$ cat config.mk
export PLATFORM = sky130hd
export DESIGN_NAME = ccdc_top
export DESIGN_NICKNAME = d
export VERILOG_FILES = /design/src/pkg/ccdc_pkg.sv /design/src/pkg/ccdc_div_if.sv /design/src/rtl/ccdc_top.sv /design/src/rtl/ccdc_divider.sv
export SDC_FILE = /design/constraint.sdc
export NUM_CORES = 1
export LEC_CHECK = 0
export BUFFER_PORTS_ARGS = -buffer_cell sky130_fd_sc_hd__buf_2
export CAP_MARGIN = 20
export CORE_UTILIZATION = 58
export CTS_BUF_LIST = sky130_fd_sc_hd__clkbuf_4 sky130_fd_sc_hd__clkbuf_8 sky130_fd_sc_hd__clkbuf_16
export DETAILED_ROUTE_END_ITERATION = 6
export PLACE_DENSITY = 0.88
export SLEW_MARGIN = 15
export SYNTH_ARGS = -nofsm -noshare
export SYNTH_HDL_FRONTEND = slang
export SYNTH_SLANG_ARGS = --single-unit
export TNS_END_PERCENT = 10
$ cat constraint.sdc
create_clock -name mclk -period 2.6 [get_ports mclk]
set_clock_uncertainty 0.05 [all_clocks]
set_input_delay 0.13 -clock mclk [delete_from_list [all_inputs] [get_ports mclk]]
set_output_delay 0.13 -clock mclk [all_outputs]
set_load 0.05 [all_outputs]
$ cat src/pkg/ccdc_pkg.sv
// Purpose: constants and types for the channel clock divider control
// Assumes: byte-wide registers at their printed offsets, one clock mclk
// Notes:   shared by the top, the divider and the divider interface
//
// Notes on behaviour
// - bypass bit powers down divider, passes input
// - ignore-sync clear obeys chip sync, set ignores
// - force has no effect while divider bypassed
// - force clear lets divider run, set with ignore-sync set holds start level
// - start-level bit picks high or low start
// - channel 2 power-down idles all three ports
// - direct bit routes input clock to ports
// - global routing bit set freezes channel routing
// - disable bit turns duty-cycle fix off
// - low field is low phase length minus one
// - high field is high phase length minus one
package ccdc_pkg;

  // ****************************************
  // widths
  // ****************************************
  localparam int unsigned ADDR_W   = 10;
  localparam int unsigned DATA_W   = 8;
  localparam int unsigned CNT_W    = 4;
  localparam int unsigned CH_PORTS = 3;

  // ****************************************
  // register offsets
  // ****************************************
  localparam logic [ADDR_W-1:0] OFS_DIV2_CNT = 10'h196;
  localparam logic [ADDR_W-1:0] OFS_DIV2_CTL = 10'h197;
  localparam logic [ADDR_W-1:0] OFS_CH2_CTL  = 10'h198;
  localparam logic [ADDR_W-1:0] OFS_DIV3_CNT = 10'h199;
  localparam logic [ADDR_W-1:0] OFS_DIV3_CTL = 10'h19A;

  // ****************************************
  // reset values
  // ****************************************
  localparam logic [DATA_W-1:0] RST_DIV2_CNT = 8'h11;
  localparam logic [DATA_W-1:0] RST_DIV2_CTL = 8'h00;
  localparam logic [DATA_W-1:0] RST_CH2_CTL  = 8'h00;
  localparam logic [DATA_W-1:0] RST_DIV3_CNT = 8'h00;
  localparam logic [DATA_W-1:0] RST_DIV3_CTL = 8'h00;
  localparam logic [DATA_W-1:0] RD_UNMAPPED  = 8'h00;

  // ****************************************
  // field positions
  // ****************************************
  localparam int unsigned BIT_BYPASS  = 7;
  localparam int unsigned BIT_IGN     = 6;
  localparam int unsigned BIT_FORCE   = 5;
  localparam int unsigned BIT_START   = 4;
  localparam int unsigned CNT_LO_MSB  = 7;
  localparam int unsigned CNT_LO_LSB  = 4;
  localparam int unsigned CNT_HI_MSB  = 3;
  localparam int unsigned CNT_HI_LSB  = 0;
  localparam int unsigned BIT_CH_PD   = 2;
  localparam int unsigned BIT_CH_DIR  = 1;
  localparam int unsigned BIT_CH_DCC  = 0;
  localparam logic [DATA_W-1:0] CH_USED_MASK = 8'h07;
  localparam logic [CNT_W-1:0]  CNT_ZERO     = 4'h0;
  localparam logic [CNT_W-1:0]  CNT_ONE      = 4'h1;

  // ****************************************
  // divider phase states
  // ****************************************
  typedef enum logic [2:0] {
    CCDC_ST_HOLD = 3'b001,
    CCDC_ST_LOW  = 3'b010,
    CCDC_ST_HIGH = 3'b100
  } ccdc_div_st_t;

  function automatic logic ccdc_hit(input logic [ADDR_W-1:0] a, input logic [ADDR_W-1:0] ofs);
    ccdc_hit = (a == ofs);
  endfunction : ccdc_hit

endpackage : ccdc_pkg

$ cat src/pkg/ccdc_div_if.sv
// Purpose: control and result of one channel divider
// Assumes: ccdc_pkg compiled first
// Notes:   ctl side drives settings, div side returns the output
interface ccdc_div_if;
  import ccdc_pkg::*;
  logic [CNT_W-1:0] low_cnt;
  logic [CNT_W-1:0] high_cnt;
  logic             bypass;
  logic             ign_sync;
  logic             force_en;
  logic             start_high;
  logic             sync;
  logic             div_out;

  modport ctl (output low_cnt, high_cnt, bypass, ign_sync, force_en, start_high, sync, input div_out);
  modport div (input low_cnt, high_cnt, bypass, ign_sync, force_en, start_high, sync, output div_out);
endinterface : ccdc_div_if

$ cat src/rtl/ccdc_top.sv
// Purpose: channel 2 and 3 divider and output control
// Assumes: mclk is the divider input clock; pins need synchronising
// Notes:   register port is a plain byte write/read strobe pair
module ccdc_top
  import ccdc_pkg::*;
(
  input  wire logic              mclk,
  input  wire logic              rst,
  input  wire logic [ADDR_W-1:0] reg_addr,
  input  wire logic [DATA_W-1:0] reg_wdata,
  input  wire logic              reg_wr,
  input  wire logic              reg_rd,
  output logic      [DATA_W-1:0] reg_rdata,
  input  wire logic              glb_route,
  input  wire logic              chip_sync,
  output logic                   channel2_port_a_en,
  output logic                   channel2_port_b_en,
  output logic                   channel2_port_c_en,
  output logic                   ch2_src_direct,
  output logic                   ch2_duty_cycle_fix_en,
  output logic                   div2_bypass,
  output logic                   div2_out,
  output logic                   div3_bypass,
  output logic                   div3_out
);

  // ****************************************
  // pin synchronisers
  // ****************************************
  logic glb_meta_r,  glb_sync_r;
  logic sync_meta_r, sync_sync_r;

  // two flip-flops per pin; only the second stage is read
  always_ff @(posedge mclk or posedge rst) begin
    if (rst) begin
      glb_meta_r  <= 1'b0;
      glb_sync_r  <= 1'b0;
      sync_meta_r <= 1'b0;
      sync_sync_r <= 1'b0;
    end else begin
      glb_meta_r  <= glb_route;
      glb_sync_r  <= glb_meta_r;
      sync_meta_r <= chip_sync;
      sync_sync_r <= sync_meta_r;
    end
  end

  // ****************************************
  // register file
  // ****************************************
  logic [DATA_W-1:0] div2_cnt_r, div2_cnt_nxt;
  logic [DATA_W-1:0] div2_ctl_r, div2_ctl_nxt;
  logic [DATA_W-1:0] ch2_ctl_r,  ch2_ctl_nxt;
  logic [DATA_W-1:0] div3_cnt_r, div3_cnt_nxt;
  logic [DATA_W-1:0] div3_ctl_r, div3_ctl_nxt;
  logic [DATA_W-1:0] rdata_r,    rdata_nxt;

  // write and read in one cycle: read returns the old byte
  always_comb begin
    div2_cnt_nxt = div2_cnt_r;
    div2_ctl_nxt = div2_ctl_r;
    ch2_ctl_nxt  = ch2_ctl_r;
    div3_cnt_nxt = div3_cnt_r;
    div3_ctl_nxt = div3_ctl_r;
    rdata_nxt    = rdata_r;
    if (reg_wr) begin
      if (ccdc_hit(reg_addr, OFS_DIV2_CNT)) begin
        div2_cnt_nxt = reg_wdata;
      end
      if (ccdc_hit(reg_addr, OFS_DIV2_CTL)) begin
        div2_ctl_nxt = reg_wdata;
      end
      if (ccdc_hit(reg_addr, OFS_CH2_CTL)) begin
        // unused bits of the channel byte stay zero
        ch2_ctl_nxt = reg_wdata & CH_USED_MASK;
      end
      if (ccdc_hit(reg_addr, OFS_DIV3_CNT)) begin
        div3_cnt_nxt = reg_wdata;
      end
      if (ccdc_hit(reg_addr, OFS_DIV3_CTL)) begin
        div3_ctl_nxt = reg_wdata;
      end
    end
    if (reg_rd) begin
      if (ccdc_hit(reg_addr, OFS_DIV2_CNT)) begin
        rdata_nxt = div2_cnt_r;
      end else if (ccdc_hit(reg_addr, OFS_DIV2_CTL)) begin
        rdata_nxt = div2_ctl_r;
      end else if (ccdc_hit(reg_addr, OFS_CH2_CTL)) begin
        rdata_nxt = ch2_ctl_r;
      end else if (ccdc_hit(reg_addr, OFS_DIV3_CNT)) begin
        rdata_nxt = div3_cnt_r;
      end else if (ccdc_hit(reg_addr, OFS_DIV3_CTL)) begin
        rdata_nxt = div3_ctl_r;
      end else begin
        // unmapped offsets read as zero
        rdata_nxt = RD_UNMAPPED;
      end
    end
  end

  always_ff @(posedge mclk or posedge rst) begin
    if (rst) begin
      div2_cnt_r <= RST_DIV2_CNT;
      div2_ctl_r <= RST_DIV2_CTL;
      ch2_ctl_r  <= RST_CH2_CTL;
      div3_cnt_r <= RST_DIV3_CNT;
      div3_ctl_r <= RST_DIV3_CTL;
      rdata_r    <= RD_UNMAPPED;
    end else begin
      div2_cnt_r <= div2_cnt_nxt;
      div2_ctl_r <= div2_ctl_nxt;
      ch2_ctl_r  <= ch2_ctl_nxt;
      div3_cnt_r <= div3_cnt_nxt;
      div3_ctl_r <= div3_ctl_nxt;
      rdata_r    <= rdata_nxt;
    end
  end

  assign reg_rdata = rdata_r;

  // ****************************************
  // channel 2 output state
  // ****************************************
  logic [CH_PORTS-1:0] port_en_r, port_en_nxt;
  logic                direct_r,  direct_nxt;
  logic                dcc_en_r,  dcc_en_nxt;

  // derived outputs settle one edge after the write
  always_comb begin
    port_en_nxt = {CH_PORTS{!ch2_ctl_r[BIT_CH_PD]}};
    dcc_en_nxt  = !ch2_ctl_r[BIT_CH_DCC];
    direct_nxt  = direct_r;
    // global routing high: direct selection keeps its last value
    if (!glb_sync_r) begin
      direct_nxt = ch2_ctl_r[BIT_CH_DIR];
    end
  end

  always_ff @(posedge mclk or posedge rst) begin
    if (rst) begin
      port_en_r <= '0;
      direct_r  <= 1'b0;
      dcc_en_r  <= 1'b0;
    end else begin
      port_en_r <= port_en_nxt;
      direct_r  <= direct_nxt;
      dcc_en_r  <= dcc_en_nxt;
    end
  end

  assign channel2_port_a_en    = port_en_r[0];
  assign channel2_port_b_en    = port_en_r[1];
  assign channel2_port_c_en    = port_en_r[2];
  assign ch2_src_direct        = direct_r;
  assign ch2_duty_cycle_fix_en = dcc_en_r;

  // ****************************************
  // dividers
  // ****************************************
  ccdc_div_if d2 ();
  ccdc_div_if d3 ();

  logic [1:0] byp_r, byp_nxt;
  logic [DATA_W-1:0] div_ctl [2];
  logic [DATA_W-1:0] div_cnt [2];

  assign div_ctl[0] = div2_ctl_r;
  assign div_ctl[1] = div3_ctl_r;
  assign div_cnt[0] = div2_cnt_r;
  assign div_cnt[1] = div3_cnt_r;

  // bypass flag registered so the port comes from a flip-flop
  always_comb begin
    byp_nxt = {div_ctl[1][BIT_BYPASS], div_ctl[0][BIT_BYPASS]};
  end

  always_ff @(posedge mclk or posedge rst) begin
    if (rst) begin
      byp_r <= 2'h0;
    end else begin
      byp_r <= byp_nxt;
    end
  end

  // settings reach the dividers straight from the registers
  // phase offset bits [3:0] are stored but not used
  assign d2.low_cnt    = div_cnt[0][CNT_LO_MSB:CNT_LO_LSB];
  assign d2.high_cnt   = div_cnt[0][CNT_HI_MSB:CNT_HI_LSB];
  assign d2.bypass     = div_ctl[0][BIT_BYPASS];
  assign d2.ign_sync   = div_ctl[0][BIT_IGN];
  assign d2.force_en   = div_ctl[0][BIT_FORCE];
  assign d2.start_high = div_ctl[0][BIT_START];
  assign d2.sync       = sync_sync_r;

  assign d3.low_cnt    = div_cnt[1][CNT_LO_MSB:CNT_LO_LSB];
  assign d3.high_cnt   = div_cnt[1][CNT_HI_MSB:CNT_HI_LSB];
  assign d3.bypass     = div_ctl[1][BIT_BYPASS];
  assign d3.ign_sync   = div_ctl[1][BIT_IGN];
  assign d3.force_en   = div_ctl[1][BIT_FORCE];
  assign d3.start_high = div_ctl[1][BIT_START];
  assign d3.sync       = sync_sync_r;

  // both dividers share the synchronised chip sync
  ccdc_divider u_div2 (
    .mclk (mclk),
    .rst  (rst),
    .dif  (d2.div)
  );

  ccdc_divider u_div3 (
    .mclk (mclk),
    .rst  (rst),
    .dif  (d3.div)
  );

  assign div2_bypass = byp_r[0];
  assign div3_bypass = byp_r[1];
  assign div2_out    = d2.div_out;
  assign div3_out    = d3.div_out;

endmodule : ccdc_top

$ cat src/rtl/ccdc_divider.sv
// Purpose: low/high cycle divider of one channel
// Assumes: settings and sync already in the mclk domain
// Notes:   output is a flip-flop; driven low while bypassed
module ccdc_divider
  import ccdc_pkg::*;
(
  input wire logic mclk,
  input wire logic rst,
  ccdc_div_if.div  dif
);

  ccdc_div_st_t     st_r,  st_nxt;
  logic [CNT_W-1:0] cnt_r, cnt_nxt;
  logic             out_r, out_nxt;
  logic             sync_hold;
  logic             forced;

  // ****************************************
  // phase counter
  // ****************************************
  always_comb begin
    sync_hold = dif.sync && !dif.ign_sync;
    forced    = dif.force_en && dif.ign_sync;
    st_nxt    = st_r;
    cnt_nxt   = cnt_r;
    out_nxt   = out_r;
    if (dif.bypass) begin
      st_nxt  = CCDC_ST_HOLD;
      cnt_nxt = CNT_ZERO;
      out_nxt = 1'b0;
    end else if (sync_hold || forced) begin
      st_nxt  = CCDC_ST_HOLD;
      cnt_nxt = CNT_ZERO;
      out_nxt = dif.start_high;
    end else begin
      unique case (st_r)
        CCDC_ST_HOLD: begin
          st_nxt  = dif.start_high ? CCDC_ST_HIGH : CCDC_ST_LOW;
          cnt_nxt = CNT_ZERO;
          out_nxt = dif.start_high;
        end
        CCDC_ST_LOW: begin
          // counting from zero keeps a field of 15 inside four bits
          if (cnt_r >= dif.low_cnt) begin
            st_nxt  = CCDC_ST_HIGH;
            cnt_nxt = CNT_ZERO;
            out_nxt = 1'b1;
          end else begin
            cnt_nxt = cnt_r + CNT_ONE;
          end
        end
        CCDC_ST_HIGH: begin
          if (cnt_r >= dif.high_cnt) begin
            st_nxt  = CCDC_ST_LOW;
            cnt_nxt = CNT_ZERO;
            out_nxt = 1'b0;
          end else begin
            cnt_nxt = cnt_r + CNT_ONE;
          end
        end
        default: begin
          st_nxt  = CCDC_ST_HOLD;
          cnt_nxt = CNT_ZERO;
          out_nxt = 1'b0;
        end
      endcase
    end
  end

  always_ff @(posedge mclk or posedge rst) begin
    if (rst) begin
      st_r  <= CCDC_ST_HOLD;
      cnt_r <= CNT_ZERO;
      out_r <= 1'b0;
    end else begin
      st_r  <= st_nxt;
      cnt_r <= cnt_nxt;
      out_r <= out_nxt;
    end
  end

  assign dif.div_out = out_r;

endmodule : ccdc_divider

# Word-level counts from Yosys, hierarchy flattened

Index checks and enable logic that the tools add are counted.

Register bits: 68
Bits of input ports: 24
Logic and storage cells: 95

Add/subtract/negate cells: 2
Magnitude comparators: 4
Equal/unequal tests: 15
Mux-type cells: 37
Reduce and logical (&&, ||, !) cells: 17

Operator list:

| kind                                                             | count |
|---|---|
| 10-bit by 9-bit == test with 1-bit output, second input constant | 5 |
| 8-bit two-way mux                                                | 5 |
| 4-bit two-way mux                                                | 8 |
| 3-bit two-way mux                                                | 10 |
| 3-bit case mux with 3 select lines                               | 2 |
| 4-bit greater-or-equal comparator                                | 4 |
| 4-bit by 2-bit != test with 1-bit output, second input constant  | 4 |
| 4-bit case mux with 2 select lines                               | 2 |
| 2-bit AND reduction                                              | 7 |
| 4-bit by 1-bit adder with 4-bit output, second input constant    | 2 |
| 1-bit two-way mux                                                | 8 |
| 3-bit by 1-bit == test with 1-bit output, second input constant  | 2 |
| 3-bit by 2-bit == test with 1-bit output, second input constant  | 2 |
| 3-bit == test, second input constant                             | 2 |
| 1-bit case mux with 3 select lines                               | 2 |
| 1-bit logical AND                                                | 4 |
| 1-bit logical NOT                                                | 4 |
| 1-bit logical OR                                                 | 2 |

# Depth between registers and ports, before layout

Depth in word-level cells: 6
Depth in mapped cells: 7
Depth with buffers taken out: 7

# Modules after synthesis

A second synthesis with hierarchy kept.

Cell total of the unflattened synthesis: 289
Area total of the unflattened synthesis: 3485.8 um^2

Modules (own cells, without submodules):

| module       | instances | cells an instance | area an instance (um^2) |
|---|---|---|---|
| ccdc_top     | 1         | 161               | 2274.7 |
| ccdc_divider | 2         | 64                | 605.6 |

# Worst setup path before layout

OpenSTA, ideal clock, no wires.

Path kind: reg-to-reg
Start: reg div2_cnt_r[4]
End: reg u_div2.cnt_r[2]
Setup time: 0.072 ns
Data arrival time: 1.670 ns
Required time: 2.478 ns
Slack: 0.809 ns
Stages on the path, launching flop included: 7
Period minus slack after synthesis: 1.791 ns
Cell sequence: dfstp_2 -> ha_1 -> nand2b_1 -> a211oi_1 -> o21ai_0 -> a211o_1 -> nor2_1

Word-level cells in the longest chain between the ends: 5

Ends and longest elaborated chain:

| what                               | line               | source |
|---|---|---|
| start, declared                    | ccdc_top.sv:51     | `logic [DATA_W-1:0] div2_cnt_r, div2_cnt_nxt;` |
| start signal, assigned             | ccdc_top.sv:111    | `div2_cnt_r <= div2_cnt_nxt;` |
| 4-bit greater-or-equal comparator  | ccdc_divider.sv:44 | `if (cnt_r >= dif.low_cnt) begin` |
| 4-bit two-way mux                  | ccdc_divider.sv:44 |  |
| 4-bit case mux with 2 select lines | ccdc_divider.sv:36 | `unique case (st_r)` |
| 4-bit two-way mux                  | ccdc_divider.sv:31 | `end else if (sync_hold \|\| forced) begin` |
| 4-bit two-way mux                  | ccdc_divider.sv:27 | `if (dif.bypass) begin` |
| via u_div2.cnt_nxt[2]              | ccdc_divider.sv:13 | `logic [CNT_W-1:0] cnt_r, cnt_nxt;` |
| end signal, assigned               | ccdc_divider.sv:77 | `cnt_r <= cnt_nxt;` |
| end, declared                      | ccdc_divider.sv:13 |  |

The timed path passes the listed nets, and every way through them passes these cells.
A chain may end at the register's enable or synchronous reset.

# Final worst setup path

Start: reg u_div3.cnt_r[0]
End: reg u_div3.out_r (netlist: u_div3.dif.div_out)

Word-level cells in the longest chain between the ends: 3

Ends and longest elaborated chain:

| what                                                        | line                                   | source |
|---|---|---|
| start, declared                                             | ccdc_divider.sv:13                     |  |
| start signal, assigned                                      | ccdc_divider.sv:77                     |  |
| 4-bit greater-or-equal comparator, on equally long branches | ccdc_divider.sv:53, ccdc_divider.sv:44 |  |
| 4-bit by 2-bit != test with 1-bit output (no source line)   | n/a                                    |  |
| 2-bit AND reduction (no source line) *                      | n/a                                    |  |
| end signal, assigned                                        | ccdc_divider.sv:78                     | `out_r <= out_nxt;` |
| end, declared                                               | ccdc_divider.sv:14                     | `logic out_r, out_nxt;` |

Mark *: on every way between the ends. The rest lies on a longest branch, timed or not.

==> results.toml <==
[synth]
synth_edf_count = 0
ys.flop_type = "dfrtp_1"
synth_top_area_share_pct = 47.2
async_flop_share_pct = 100
netlist-cell-type-count = 42
synth_seq_cells = 68
avgSynthCellArea_um2 = 11.4
synth_top_area_cell = "dfrtp_1"
yosysMostFrequentCell = "dfrtp_1"
synth_top_cells_by_count = "dfrtp_1, mux2_2, inv_1"
synth.area.top_cells = "dfrtp_1, mux2_2, ha_1"
ys_warn_count = 0
synthCells = 298
synth_nets = 340
netlist_area_um2 = 3400
ys_seq_area_share_pct = 50.3

[floorplanning]
die_y_um = 78.5
initial_core_util_pct = 60.9
core_um2 = 5570
die_x_um = 78.5
top_level_ports = 41
fp-row-count = 27
die_area_um2 = 6160

[critical_path]
crit_slowest_cell = "a2111o_1"
worstReg2RegEnd = "u_div3.dif.div_out"
required_ps = 2790
arrival_ps = 2190
reg2reg_depth = 7
cp.depth = 7
path_max_fanout = 4
crit_path_end_kind = "register"
r2r_start = "u_div3.cnt_r[0]"
cp-endpoint = "u_div3.dif.div_out"
critical_path_class = "register to register"
r2r_setup_slack_ps = 600
crit_buf_inv = 1
crit_start = "u_div3.cnt_r[0]"
start_kind = "register"
cp_cell_sequence = "inv_1, ha_1, nand2b_1, a211oi_1, o21a_1, a2111o_1, a311oi_1"
path_delay_family = "compound AO/OA/AOI/OAI gates"
max_stage_delay_ps = 420

[timing]
setup_viol = 0
hold_viol = 0
setup-tns-final_ps = 0
whs_ps = 26.5
worstMarginPinSlew_ps = 681
finalMaxSlewViolations = 0
fmax_mhz = 499
relSlewSlack_pct = 54.5
fin_crit_ps = 2000
grt_setup_unrepaired = "no"
post-route-period-util_pct = 77.0

[drt]
wl_met1_um = 3060
drc = 0
drtIter0Drc = 144
firstDrtPassIters = 4
dr_wl_met2_um = 3770
via_count = 2400
met3WireLength_um = 269
ant_nets = 0
top_layer_used = "met4"
via_per_inst = 5.66
wl_per_cell_um = 17.0
routed_wl_um = 7220

[cts]
post_cts_buffers = 0
cts_buffer_depth = 2
numCtsBuffers = 9
clock-sinks = 68
clk-insertion-delay-late_ps = 350
cts_resized = 0
cts_tree = "yes"
h-tree-depth = 3
clk_pin_slew_ps = 60
clockRootBuffer = "clkbuf_8"

[global_routing]
antenna_found_initial = 0
grt_pass1_wl_um = 12000
grt_max_degree = 34
grt_remaining_overflow = 0
grt_usage_pct = 25.9
grt_pass1_vias = 2502

[power]
power_density_nw_per_um2 = 547
p_leak_uw = 0.00186
worst_ir_drop_vdd_mv = 0.412
finalPower_uw = 2120

[finish]
fin_util_pct = 69.5
n_antenna_cell = 0
fin_nets = 389
layout-drive-gt1-share_pct = 30.4
fin_area_um2 = 3870
syn_to_final_growth_pct = 14.1

[min_path]
worst_hold_path_type = "input port to register"

[placement]
dp_hpwl_um = 5260
placed_cell_area_um2 = 3670
io_buffers = 40
gp_congestion = 0.860

[run]
max-cap-violations = 0

[status]
outcome = "finished clean"
## where the power goes
group | internal (uW) | switching, uW | total (uW)
Sequential | 1100 | 43.0 | 1140
Clock | 399 | 371 | 770
Combinational | 83.7 | 122 | 206
## layout by cell type, fill, tap and decap left out, drive strengths merged, types with 5 or more instances in the layout
cell type	instances
inv	29
nand3	6
mux2i	5
mux2	37
a21oi	9
o21ai	23
ha	18
dfrtp	64
nand2	11
nand2b	7
buf	44
nor2b	10
nor2	12
clkbuf	13
## logic make-up after synthesis
kind of cell,count (synthesis),share of synthesized area [%]
DFF,68,50.3
AOI/OAI and AO/OA,65,12.4
and+or+nand+nor,61,10.5
muxes,42,14.1
buffers and inverters,38,4.61
adders and majority gates,18,6.63
xor gates and xnor gates,6,1.55
## worst min path at each step
stage                     to         start  slack, ps  cells past startpoint
3_5_place_dp      glb_meta_r     glb_route        190                      1
6_report       div3_cnt_r[6]  reg_wdata[6]         30                      2
5_1_grt        div3_cnt_r[5]  reg_wdata[5]         10                      2
3_3_place_gp      glb_meta_r     glb_route        190                      1
4_1_cts        div3_cnt_r[6]  reg_wdata[6]         20                      2
2_1_floorplan     glb_meta_r     glb_route        110                      0
## registers in the layout, summed over array words and instances, names as in the netlist
signal / cells
u_div3.st_r: 3
ch2_duty_cycle_fix_en: 1
byp_r: 2
div3_cnt_r: 8
u_div2.cnt_r: 4
reg_rdata: 8
port_en_r: 1
ch2_ctl_r: 3
div3_ctl_r: 8
u_div3.dif.div_out: 1
div2_cnt_r: 8
glb_meta_r: 1
ch2_src_direct: 1
u_div3.cnt_r: 4
div2_ctl_r: 8
u_div2.dif.div_out: 1
sync_meta_r: 1
d2.sync: 1
glb_sync_r: 1
u_div2.st_r: 3
## layer usage
metal  track usage [%]  vias to the layer above
li1                  -                     1149
met1              31.0                     1188
met2              45.0                       50
met3              7.91                       13
met4              7.04                        0
met5                 0                        -
## per-stage QoR
stage               std cells  setup WS [ps]
finish                    424            597
global route              424            460
CTS                       424            592
detailed placement        405            570
global placement          405            731
floorplan                 298            715
## timing repair
action                     4_1_cts  5_1_grt
hold buffers                     3        0
setup endpoints to repair        0        0
hold endpoints to repair        32        0
## worst register-to-register path, stage by stage (launching register included)
cell and delay [ps]:
dfrtp_1 380, inv_1 80, ha_1 280, nand2b_1 110, a211oi_1 70, o21a_1 220, a2111o_1 420, a311oi_1 300
## cell type report
| cell class | instances | area [um^2] |
|---|---|---|
| Clock buffer | 13 | 160 |
| Clock inverter | 3 | 15.0 |
| Fill cell | 406 | 1700 |
| Inverter | 29 | 109 |
| Multi-Input combinational cell | 192 | 1530 |
| Sequential cell | 68 | 1710 |
| Tap cell | 72 | 90.1 |
| Timing Repair Buffer | 47 | 260 |
Power figures use the tool's default switching activity.
